## config.mk

```make
export PLATFORM = sky130hd
export DESIGN_NAME = evl_window
export DESIGN_NICKNAME = d
export VERILOG_FILES = /design/src/evl_fifo.v /design/src/evl_window.v
export VERILOG_INCLUDE_DIRS = /design/src
export SDC_FILE = /design/constraint.sdc
export NUM_CORES = 2
export LEC_CHECK = 0
export BUFFER_PORTS_ARGS = -buffer_cell sky130_fd_sc_hd__buf_2
export CORE_AREA = 2 2 645 647
export CTS_BUF_LIST = sky130_fd_sc_hd__clkbuf_8
export CTS_CLUSTER_DIAMETER = 100
export DETAILED_ROUTE_END_ITERATION = 8
export DIE_AREA = 0 0 647 649
export GPL_ROUTABILITY_DRIVEN = 0
export GPL_TIMING_DRIVEN = 0
export PLACE_DENSITY_LB_ADDON = 0.1
export RECOVER_POWER = 100
export SLEW_MARGIN = 0
export SYNTH_ARGS = -nofsm -noshare
export SYNTH_HDL_FRONTEND = slang
export SYNTH_HIERARCHICAL = 1
export SYNTH_SLANG_ARGS = --single-unit
```

## constraint.sdc

```tcl
create_clock -name clk -period 23.2 [get_ports clk]
set_input_delay 3.48 -clock clk [delete_from_list [all_inputs] [get_ports clk]]
set_output_delay 3.48 -clock clk [all_outputs]
set_load 0.02 [all_outputs]
```

## src/evl_defines.vh

```
// Constants for the event-log register window: offsets, fields, codes
`ifndef EVL_DEFINES_VH
`define EVL_DEFINES_VH

// ----------------------------------------------------------------
// Window offsets, in registers from the window base
// ----------------------------------------------------------------
`define EVL_OFS_ACK_SEQUENCE    16'h0000
`define EVL_OFS_ACK_BLOCK_COUNT 16'h0001
`define EVL_OFS_MARKER_HI       16'h0002
`define EVL_OFS_MARKER_LO       16'h0003
`define EVL_OFS_AREA_LENGTH     16'h0004
`define EVL_OFS_SEQUENCE        16'h0005
`define EVL_OFS_AVAIL_COUNT     16'h0006
`define EVL_OFS_DATA_AREA       16'h0007

// ----------------------------------------------------------------
// Block layout
// ----------------------------------------------------------------
`define EVL_WORDS_PER_BLOCK     4
`define EVL_BLOCK_SHIFT         2
`define EVL_KIND_LSB            0
`define EVL_KIND_MSB            3
`define EVL_KIND_TIME_STAMP     4'h1
`define EVL_KIND_VARIABLE       4'h2

// ----------------------------------------------------------------
// Reset values
// ----------------------------------------------------------------
`define EVL_RST_WORD            16'h0000
`define EVL_RST_MARKER          32'h0000_0000

// ----------------------------------------------------------------
// Sizes
// ----------------------------------------------------------------
`define EVL_DEF_BLOCKS          8
`define EVL_DEF_FIFO_DEPTH      16
`define EVL_ENTRY_WIDTH         96

`endif

```

## src/evl_fifo.v

```verilog
// Synchronous FIFO with valid/ready on both sides
`timescale 1ns/1ps
module evl_fifo #(
  parameter WIDTH = 96,
  parameter DEPTH = 16,
  parameter AW    = 4
) (
  // Clock and reset
  input  wire             clk,
  input  wire             rst_n,
  // Fill side
  input  wire             in_valid,
  output wire             in_ready,
  input  wire [WIDTH-1:0] in_data,
  // Drain side
  output wire             out_valid,
  input  wire             out_ready,
  output wire [WIDTH-1:0] out_data
);

  reg [WIDTH-1:0] mem [0:DEPTH-1];
  reg [AW-1:0]    wr_ptr;
  reg [AW-1:0]    rd_ptr;
  reg [AW:0]      count;

  wire push = in_valid && in_ready;
  wire pop  = out_valid && out_ready;

  assign in_ready  = (count != DEPTH[AW:0]);
  assign out_valid = (count != {(AW+1){1'b0}});
  assign out_data  = mem[rd_ptr];

  always @(posedge clk) begin
    if (push) begin
      mem[wr_ptr] <= in_data;
    end
  end

  always @(posedge clk) begin
    if (!rst_n) begin
      wr_ptr <= {AW{1'b0}};
      rd_ptr <= {AW{1'b0}};
      count  <= {(AW+1){1'b0}};
    end else begin
      if (push) begin
        wr_ptr <= (wr_ptr == DEPTH[AW-1:0] - 1'b1) ? {AW{1'b0}} : wr_ptr + 1'b1;
      end
      if (pop) begin
        rd_ptr <= (rd_ptr == DEPTH[AW-1:0] - 1'b1) ? {AW{1'b0}} : rd_ptr + 1'b1;
      end
      if (push && !pop) begin
        count <= count + 1'b1;
      end else if (pop && !push) begin
        count <= count - 1'b1;
      end
    end
  end

endmodule

```

## src/evl_window.v

```verilog
// Event-log register window: data area, sequence publish and acknowledge
//
// Overview of operation
// - Accesses inside the configured window serve only the event-log protocol.
// - Offset 0 holds the acknowledged sequence, read/write, written by the master.
// - Offset 1 holds the acknowledged block count, read/write, written by the master.
// - Offsets 2-3 read back the internal number of the last event read.
// - Redundant mode uses the marker to skip events already presented.
// - Offset 4 reports data area size in registers, a multiple of four.
// - Offset 5 sequence increments whenever new event data is published.
// - Offset 6 count is loaded with ready blocks when sequence increments.
// - Writing the current sequence to offset 0 acknowledges the whole set.
// - Data area starts at offset 7; block N starts four times N later.
// - Each block takes four registers, kind selected in its first register.
// - Time-stamp blocks carry date, time, reason; variable blocks identity, value.
// - Block kind is 1 for time-stamp blocks, 2 for variable blocks.
`timescale 1ns/1ps
`include "evl_defines.vh"
module evl_window #(
  parameter BLOCKS     = `EVL_DEF_BLOCKS,
  parameter BLK_AW     = 3,
  parameter FIFO_DEPTH = `EVL_DEF_FIFO_DEPTH,
  parameter FIFO_AW    = 4
) (
  // Clock and reset
  input  wire        clk,
  input  wire        rst_n,
  // Window placement
  input  wire [15:0] window_base,
  // Modbus register access
  input  wire [15:0] reg_addr,
  input  wire        reg_wr,
  input  wire        reg_rd,
  input  wire [15:0] reg_wdata,
  output wire        reg_hit,
  output reg  [15:0] reg_rdata,
  output reg         reg_rvalid,
  // Event source
  input  wire        event_valid,
  output wire        event_ready,
  input  wire [31:0] event_number,
  input  wire [63:0] event_block,
  // Redundant partner
  input  wire        redundant_mode,
  input  wire        peer_marker_load,
  input  wire [31:0] peer_marker,
  // Status
  output reg  [15:0] published_sequence,
  output reg         awaiting_ack,
  output reg         ack_count_error,
  output reg  [31:0] failover_marker
);

  // ----------------------------------------------------------------
  // Constants and storage
  // ----------------------------------------------------------------
  localparam WORDS   = BLOCKS * `EVL_WORDS_PER_BLOCK;
  localparam WORD_AW = BLK_AW + `EVL_BLOCK_SHIFT;

  localparam ST_COLLECT = 2'h0;
  localparam ST_PUBLISH = 2'h1;
  localparam ST_WAIT    = 2'h2;

  localparam [15:0] AREA_LENGTH = WORDS;
  localparam [15:0] WIN_SIZE    = `EVL_OFS_DATA_AREA + AREA_LENGTH;
  localparam [BLK_AW:0] FULL    = BLOCKS;

  reg [31:0]     area_num [0:BLOCKS-1];
  reg [1:0]      state;
  reg [BLK_AW:0] fill_cnt;
  reg [15:0]     ack_sequence;
  reg [15:0]     ack_block_count;
  reg [15:0]     available_block_count;
  reg            seq_acked;

  // ----------------------------------------------------------------
  // Event buffer
  // ----------------------------------------------------------------
  wire        fifo_valid;
  wire        fifo_pop;
  wire [95:0] fifo_data;

  evl_fifo #(
    .WIDTH (`EVL_ENTRY_WIDTH),
    .DEPTH (FIFO_DEPTH),
    .AW    (FIFO_AW)
  ) u_fifo (
    .clk       (clk),
    .rst_n     (rst_n),
    .in_valid  (event_valid),
    .in_ready  (event_ready),
    .in_data   ({event_number, event_block}),
    .out_valid (fifo_valid),
    .out_ready (fifo_pop),
    .out_data  (fifo_data)
  );

  wire [31:0] head_num  = fifo_data[95:64];
  wire [15:0] head_w0   = fifo_data[15:0];
  wire [3:0]  head_kind = head_w0[`EVL_KIND_MSB:`EVL_KIND_LSB];

  // Only the two defined kinds enter the area
  wire kind_ok = (head_kind == `EVL_KIND_TIME_STAMP) ||
                 (head_kind == `EVL_KIND_VARIABLE);
  // Events at or below the marker were already shown by the partner
  wire stale   = redundant_mode && (head_num <= failover_marker);
  wire room    = (fill_cnt != FULL);

  // Pop while collecting: store good entries, drop bad or stale ones
  assign fifo_pop = fifo_valid && (state == ST_COLLECT) && room;
  wire store      = fifo_pop && kind_ok && !stale;

  // ----------------------------------------------------------------
  // Address decode
  // ----------------------------------------------------------------
  wire [15:0] offset   = reg_addr - window_base;
  wire        in_win   = (reg_addr >= window_base) && (offset < WIN_SIZE);
  assign reg_hit       = in_win;
  wire        wr_hit   = reg_wr && in_win;
  wire [15:0] area_ofs = offset - `EVL_OFS_DATA_AREA;
  wire        in_area  = (offset >= `EVL_OFS_DATA_AREA);

  wire ack_sequence_wr = wr_hit && (offset == `EVL_OFS_ACK_SEQUENCE);
  wire ack_cnt_wr = wr_hit && (offset == `EVL_OFS_ACK_BLOCK_COUNT);
  // Acknowledge only counts against the set now on show
  wire ack_match  = ack_sequence_wr && (state == ST_WAIT) &&
                    (reg_wdata == published_sequence);

  // ----------------------------------------------------------------
  // Data area fill
  // ----------------------------------------------------------------
  // One lane per word of a block, so each array has a single writer
  wire [BLK_AW-1:0]           fill_idx = fill_cnt[BLK_AW-1:0];
  wire [BLK_AW-1:0]           rd_blk   = area_ofs[WORD_AW-1:`EVL_BLOCK_SHIFT];
  wire [`EVL_BLOCK_SHIFT-1:0] rd_lane  = area_ofs[`EVL_BLOCK_SHIFT-1:0];
  wire [63:0]                 lane_rd;

  genvar gi;
  generate
    for (gi = 0; gi < `EVL_WORDS_PER_BLOCK; gi = gi + 1) begin : g_word
      reg [15:0] lane [0:BLOCKS-1];

      always @(posedge clk) begin
        if (store) begin
          lane[fill_idx] <= fifo_data[16*gi +: 16];
        end
      end

      assign lane_rd[16*gi +: 16] = lane[rd_blk];
    end
  endgenerate

  always @(posedge clk) begin
    if (store) begin
      area_num[fill_idx] <= head_num;
    end
  end

  // ----------------------------------------------------------------
  // Sequence control
  // ----------------------------------------------------------------
  // Index of the newest block in the set on show
  wire [BLK_AW-1:0] last_idx = available_block_count[BLK_AW-1:0] - 1'b1;

  always @(posedge clk) begin
    if (!rst_n) begin
      state                 <= ST_COLLECT;
      fill_cnt              <= {(BLK_AW+1){1'b0}};
      published_sequence    <= `EVL_RST_WORD;
      available_block_count <= `EVL_RST_WORD;
      failover_marker       <= `EVL_RST_MARKER;
      awaiting_ack          <= 1'b0;
    end else begin
      case (state)
        ST_COLLECT: begin
          if (store) begin
            fill_cnt <= fill_cnt + 1'b1;
          end
          // Publish once the buffer runs dry or the area is full
          if (fill_cnt != {(BLK_AW+1){1'b0}} && (!fifo_valid || !room)) begin
            state <= ST_PUBLISH;
          end
        end
        ST_PUBLISH: begin
          published_sequence    <= published_sequence + 16'h0001;
          available_block_count <= {{(15-BLK_AW){1'b0}}, fill_cnt};
          awaiting_ack          <= 1'b1;
          state                 <= ST_WAIT;
        end
        ST_WAIT: begin
          if (ack_match) begin
            failover_marker <= area_num[last_idx];
            fill_cnt        <= {(BLK_AW+1){1'b0}};
            awaiting_ack    <= 1'b0;
            state           <= ST_COLLECT;
          end
        end
        default: begin
          state <= ST_COLLECT;
        end
      endcase
      // Partner hand-over outside ST_WAIT takes the marker so stale events are skipped
      if (peer_marker_load && state != ST_WAIT) begin
        failover_marker <= peer_marker;
      end
    end
  end

  // ----------------------------------------------------------------
  // Master-written registers
  // ----------------------------------------------------------------
  always @(posedge clk) begin
    if (!rst_n) begin
      ack_sequence    <= `EVL_RST_WORD;
      ack_block_count <= `EVL_RST_WORD;
      seq_acked       <= 1'b0;
      ack_count_error <= 1'b0;
    end else begin
      if (ack_sequence_wr) begin
        ack_sequence <= reg_wdata;
        seq_acked    <= ack_match;
      end
      if (ack_cnt_wr) begin
        ack_block_count <= reg_wdata;
        // Count written out of order or not matching the set is flagged
        ack_count_error <= !seq_acked ||
                           (reg_wdata != available_block_count);
        seq_acked       <= 1'b0;
      end
    end
  end

  // ----------------------------------------------------------------
  // Read path
  // ----------------------------------------------------------------
  // Read-only offsets have no write path at all, so writes there fall away
  reg [15:0] next_rdata;

  // Area words read as zero outside a published set
  wire area_shown = in_area && (state == ST_WAIT);

  always @* begin
    next_rdata = 16'h0000;
    if (in_win) begin
      case (offset)
        `EVL_OFS_ACK_SEQUENCE:    next_rdata = ack_sequence;
        `EVL_OFS_ACK_BLOCK_COUNT: next_rdata = ack_block_count;
        `EVL_OFS_MARKER_HI:       next_rdata = failover_marker[31:16];
        `EVL_OFS_MARKER_LO:       next_rdata = failover_marker[15:0];
        `EVL_OFS_AREA_LENGTH:     next_rdata = AREA_LENGTH;
        `EVL_OFS_SEQUENCE:        next_rdata = published_sequence;
        `EVL_OFS_AVAIL_COUNT:     next_rdata = available_block_count;
        default: begin
          // Area reads only show data once the set is published
          if (area_shown) begin
            next_rdata = lane_rd[{rd_lane, 4'h0} +: 16];
          end
        end
      endcase
    end
  end

  always @(posedge clk) begin
    if (!rst_n) begin
      reg_rdata  <= 16'h0000;
      reg_rvalid <= 1'b0;
    end else begin
      reg_rvalid <= reg_rd && in_win;
      if (reg_rd) begin
        reg_rdata <= next_rdata;
      end
    end
  end

endmodule

```

==> results.yml <==
yosys:
  postSynthAreaPerCell_um2: 21.1
  register_bit_count_reported_by_yosys: 2431
  netlist_instances: 4478
  syn_area_um2: 94700
  yosys.area_share.adder: 0.00901
  post_synth_and_or_nand_nor_area_fraction: 0.0220
  yosysUniqueCellTypes: 75
  seq_area_frac_synth: 0.758
  syn-num-nets: 4728
  synth_edf_count: 2304
  synthTopCellsByArea: "sky130_fd_sc_hd__edfxtp_1 (73%), sky130_fd_sc_hd__mux4_2 (14%), sky130_fd_sc_hd__dfxtp_1 (2.7%)"
  synth_compound_area_frac: 0.0340
  post_synth_mux_area_share: 0.157
  async_flop_share: 0
  synthFlopType: "sky130_fd_sc_hd__edfxtp_1"
  synth_top_family_by_area: "multiplexers"
  top_cell_type_s_share_of_synthesized_area: 0.731
  synth-warning-count: 6
  synth_xor_xnor_area_share: 0.00472
  yosysTopAreaCell: "sky130_fd_sc_hd__edfxtp_1"
power_and_ir_drop:
  vdd.ir_drop.worst_mv: 0.0458
  cellLeakagePower_nw: 34.6
  post-layout-total-power_mw: 11.3
  pwr_density_cell_nw_per_um2: 102
layout:
  layout-drive-gt1-share: 0.231
  final-instance-count-excl-fill: 11300
  synthToLayoutAreaGrowth_pct: 17.8
  final_net_count: 5665
  final_common_cell: "sky130_fd_sc_hd__edfxtp_1"
  final.fill_count: 41400
  most-common-layout-cells: "sky130_fd_sc_hd__edfxtp_1 (2304), sky130_fd_sc_hd__mux4_2 (592), sky130_fd_sc_hd__clkbuf_1 (553)"
  finalInstanceArea_um2: 111000
run_status:
  failing_checks: "max-capacitance violations, max-slew violations"
  outcome: "finished, violations left"
placement:
  hpwl_um: 223000
  pre_cts_slack_ns: 12.19
  io_buffers: 251
  dp_cells: 10500
  placement.cell_area_um2: 107000
routing:
  viasPerCell: 4.34
  drt_pass1_iterations: 6
  detail_route.wirelength_um: 319000
  detail_routed_net_length_per_standard_cell_um: 28.3
  detail_route_antenna_nets: 0
  routed-via-count: 48900
  first_iter_violations: 3759
  drt_drc_violations_left: 0
hold_path:
  hold_depth: 2
  timing.hold.worst_endpoint: "available_block_count[1]$_SDFFE_PN0P_"
  holdCritStartpoint: "available_block_count[1]$_SDFFE_PN0P_"
  hold_path_class: "reg2reg"
floorplan:
  initial_core_utilization: 0.230
  row_count: 236
  die_h_um: 649
  die_area_um2: 420000
  core_area_um2: 413000
  die-width_um: 647
  io_pins: 252
global_route:
  grt_max_degree: 22
  first_global_vias: 51400
  global_route_wire_length_before_repair_um: 436000
  globalRoute.totalOverflow: 0
  antenna_found_initial: 60
  grt.total_usage: 0.149
clocking:
  post-cts-setup-buffers: 0
  number_of_clock_buffers_inserted_by_tritoncts: 435
  cts_max_path_buffers: 4
  cts.sink_count: 2431
  ctsHtreeMaxLevel: 5
  clkLatencyLatePin_ns: 1.15
  cts_root_buf: "sky130_fd_sc_hd__clkbuf_8"
  clkTransAtPathRegs_ns: 0.07
  tritoncts: "done"
  cts-hold-fix-buffers: 0
  postCtsResizedCells: 0
worst_setup_path:
  worst_setup_path_type: "reg2reg"
  endpoint_kind: "flop"
  worstSetupStartpointType: "flop"
  arrival_ns: 12.02
  required_ns: 23.85
  r2r_setup_slack_ns: 11.83
  timing.reg2reg.worst_path_depth: 17
  cp_max_fo: 20
  reg2reg_to: "g_word[2].lane[7][12]$_DFFE_PP_"
timing:
  maxSlewHeadroom: -0.477
  rsz_0062_raised_after_global_routing: "no"
  finalCritPeriodShare: 0.490
  clock-skew-final_ns: 0.115
  max_freq_mhz: 88.0
  slew_violations: 744
  finalHoldViolations: 0
  postLayoutSetupSlackWorst_ns: 11.83
  setup_violations: 0
  post-route-min-period_ns: 11.37
  max_slew.worst_pin.slew_ns: 2.21
  tns_ns: 0
job:
  maxCapViolCount: 46
==> logic make-up after synthesis <==
| logic type | count (synthesis) |
|---|---|
| flip-flops | 2431 |
| multiplexers | 741 |
| AO/OA/AOI/OAI | 459 |
| AND/OR/NAND/NOR | 421 |
| buffers and inverters | 308 |
| adder cells (fa/ha/maj) | 67 |
| XOR/XNOR | 51 |
==> cell type report <==
type                       count  area (um^2)  share of cell area
sequential                  2431        71700               0.643
multi-input combinational   1739        21500               0.192
tap                         5474         6850              0.0614
clock buffer                 445         6120              0.0549
timing repair buffer         500         2000              0.0180
clock inverter               342         1810              0.0162
buffer                       240         1190              0.0107
inverter                      68          255             0.00229
antenna                       26         65.1            0.000584
==> metrics by stage <==
step / hold WS [ns] / util
2_1_floorplan: 0.466 / -
3_3_place_gp: 0.487 / 0.249
3_5_place_dp: 0.488 / 0.259
4_1_cts: 0.502 / 0.278
5_1_grt: 0.536 / 0.270
6_report: 0.498 / 0.270
==> Yosys cell counts, types with 12 or more instances <==
library cell	number
sky130_fd_sc_hd__ha_1	65
sky130_fd_sc_hd__o21ai_0	67
sky130_fd_sc_hd__mux2_2	32
sky130_fd_sc_hd__xor2_1	17
sky130_fd_sc_hd__dfxtp_1	127
sky130_fd_sc_hd__buf_2	37
sky130_fd_sc_hd__buf_1	42
sky130_fd_sc_hd__clkbuf_1	112
sky130_fd_sc_hd__mux4_2	592
sky130_fd_sc_hd__nor3_1	26
sky130_fd_sc_hd__nand2_1	184
sky130_fd_sc_hd__and2_1	20
sky130_fd_sc_hd__a21oi_1	29
sky130_fd_sc_hd__inv_1	68
sky130_fd_sc_hd__nor2b_1	49
sky130_fd_sc_hd__edfxtp_1	2304
sky130_fd_sc_hd__a21o_1	15
sky130_fd_sc_hd__buf_4	24
sky130_fd_sc_hd__o22ai_1	12
sky130_fd_sc_hd__a22oi_1	229
sky130_fd_sc_hd__nor2_1	43
sky130_fd_sc_hd__nand3_1	18
sky130_fd_sc_hd__mux2i_1	117
sky130_fd_sc_hd__and3_1	13
sky130_fd_sc_hd__nand4_1	16
sky130_fd_sc_hd__xnor2_1	34
sky130_fd_sc_hd__buf_6	25
sky130_fd_sc_hd__o21ai_1	28
==> critical path, cell delays in order (launching register included) <==
cell and delay, ns:
sky130_fd_sc_hd__dfxtp_1 0.32, sky130_fd_sc_hd__clkbuf_1 0.43, sky130_fd_sc_hd__clkbuf_1 1.53, sky130_fd_sc_hd__clkbuf_1 0.77, sky130_fd_sc_hd__mux4_2 0.41, sky130_fd_sc_hd__a22oi_1 0.15
sky130_fd_sc_hd__nand2_1 0.58, sky130_fd_sc_hd__ha_1 0.57, sky130_fd_sc_hd__nand4_1 0.13, sky130_fd_sc_hd__nor3_1 0.30, sky130_fd_sc_hd__nand3_1 0.21, sky130_fd_sc_hd__nor2_1 0.28
sky130_fd_sc_hd__o311a_1 0.21, sky130_fd_sc_hd__o31ai_1 0.24, sky130_fd_sc_hd__nor2_1 1.13, sky130_fd_sc_hd__clkbuf_1 0.93, sky130_fd_sc_hd__clkbuf_1 1.30, sky130_fd_sc_hd__clkbuf_1 1.33
==> power by group <==
| part | switching, mW | leakage (nW) | internal [mW] |
|---|---|---|---|
| Clock | 1.84 | 4.59 | 1.90 |
| Sequential | 0.0397 | 21.8 | 5.15 |
| Combinational | 1.57 | 8.22 | 0.831 |
==> routing by layer <==
metal | global-route usage | up-vias | wire (um)
li1 | - | 20700 | -
met5 | 0 | - | 117
met2 | 0.244 | 1282 | 152000
met3 | 0.0311 | 460 | 17700
met1 | 0.202 | 26400 | 142000
met4 | 0.0329 | 18 | 6600
==> sequential cells by signal (all words and copies together), names as in the netlist, named ones only <==
signal,flops
ack_count_error,1
available_block_count,4
u_fifo/mem,1536
seq_acked,1
u_fifo/wr_ptr,4
awaiting_ack,1
reg_rdata,16
state,2
g_word.lane,512
u_fifo/rd_ptr,4
u_fifo/count,5
area_num,256
reg_rvalid,1
failover_marker,32
ack_sequence,16
fill_cnt,4
published_sequence,16
ack_block_count,16
==> worst max path at each step <==
stage	end	slack, ns	depth (start not counted)
2_1_floorplan	area_num[2][0]$_DFFE_PP_	11.86	6
3_3_place_gp	u_fifo/mem[1][24]$_DFFE_PP_	-0.72	4
3_5_place_dp	reg_hit	12.19	15
4_1_cts	reg_hit	12.17	15
5_1_grt	g_word[2].lane[7][1]$_DFFE_PP_	11.15	17
6_report	g_word[2].lane[7][12]$_DFFE_PP_	11.83	17
Power figures use the tool's default switching activity.
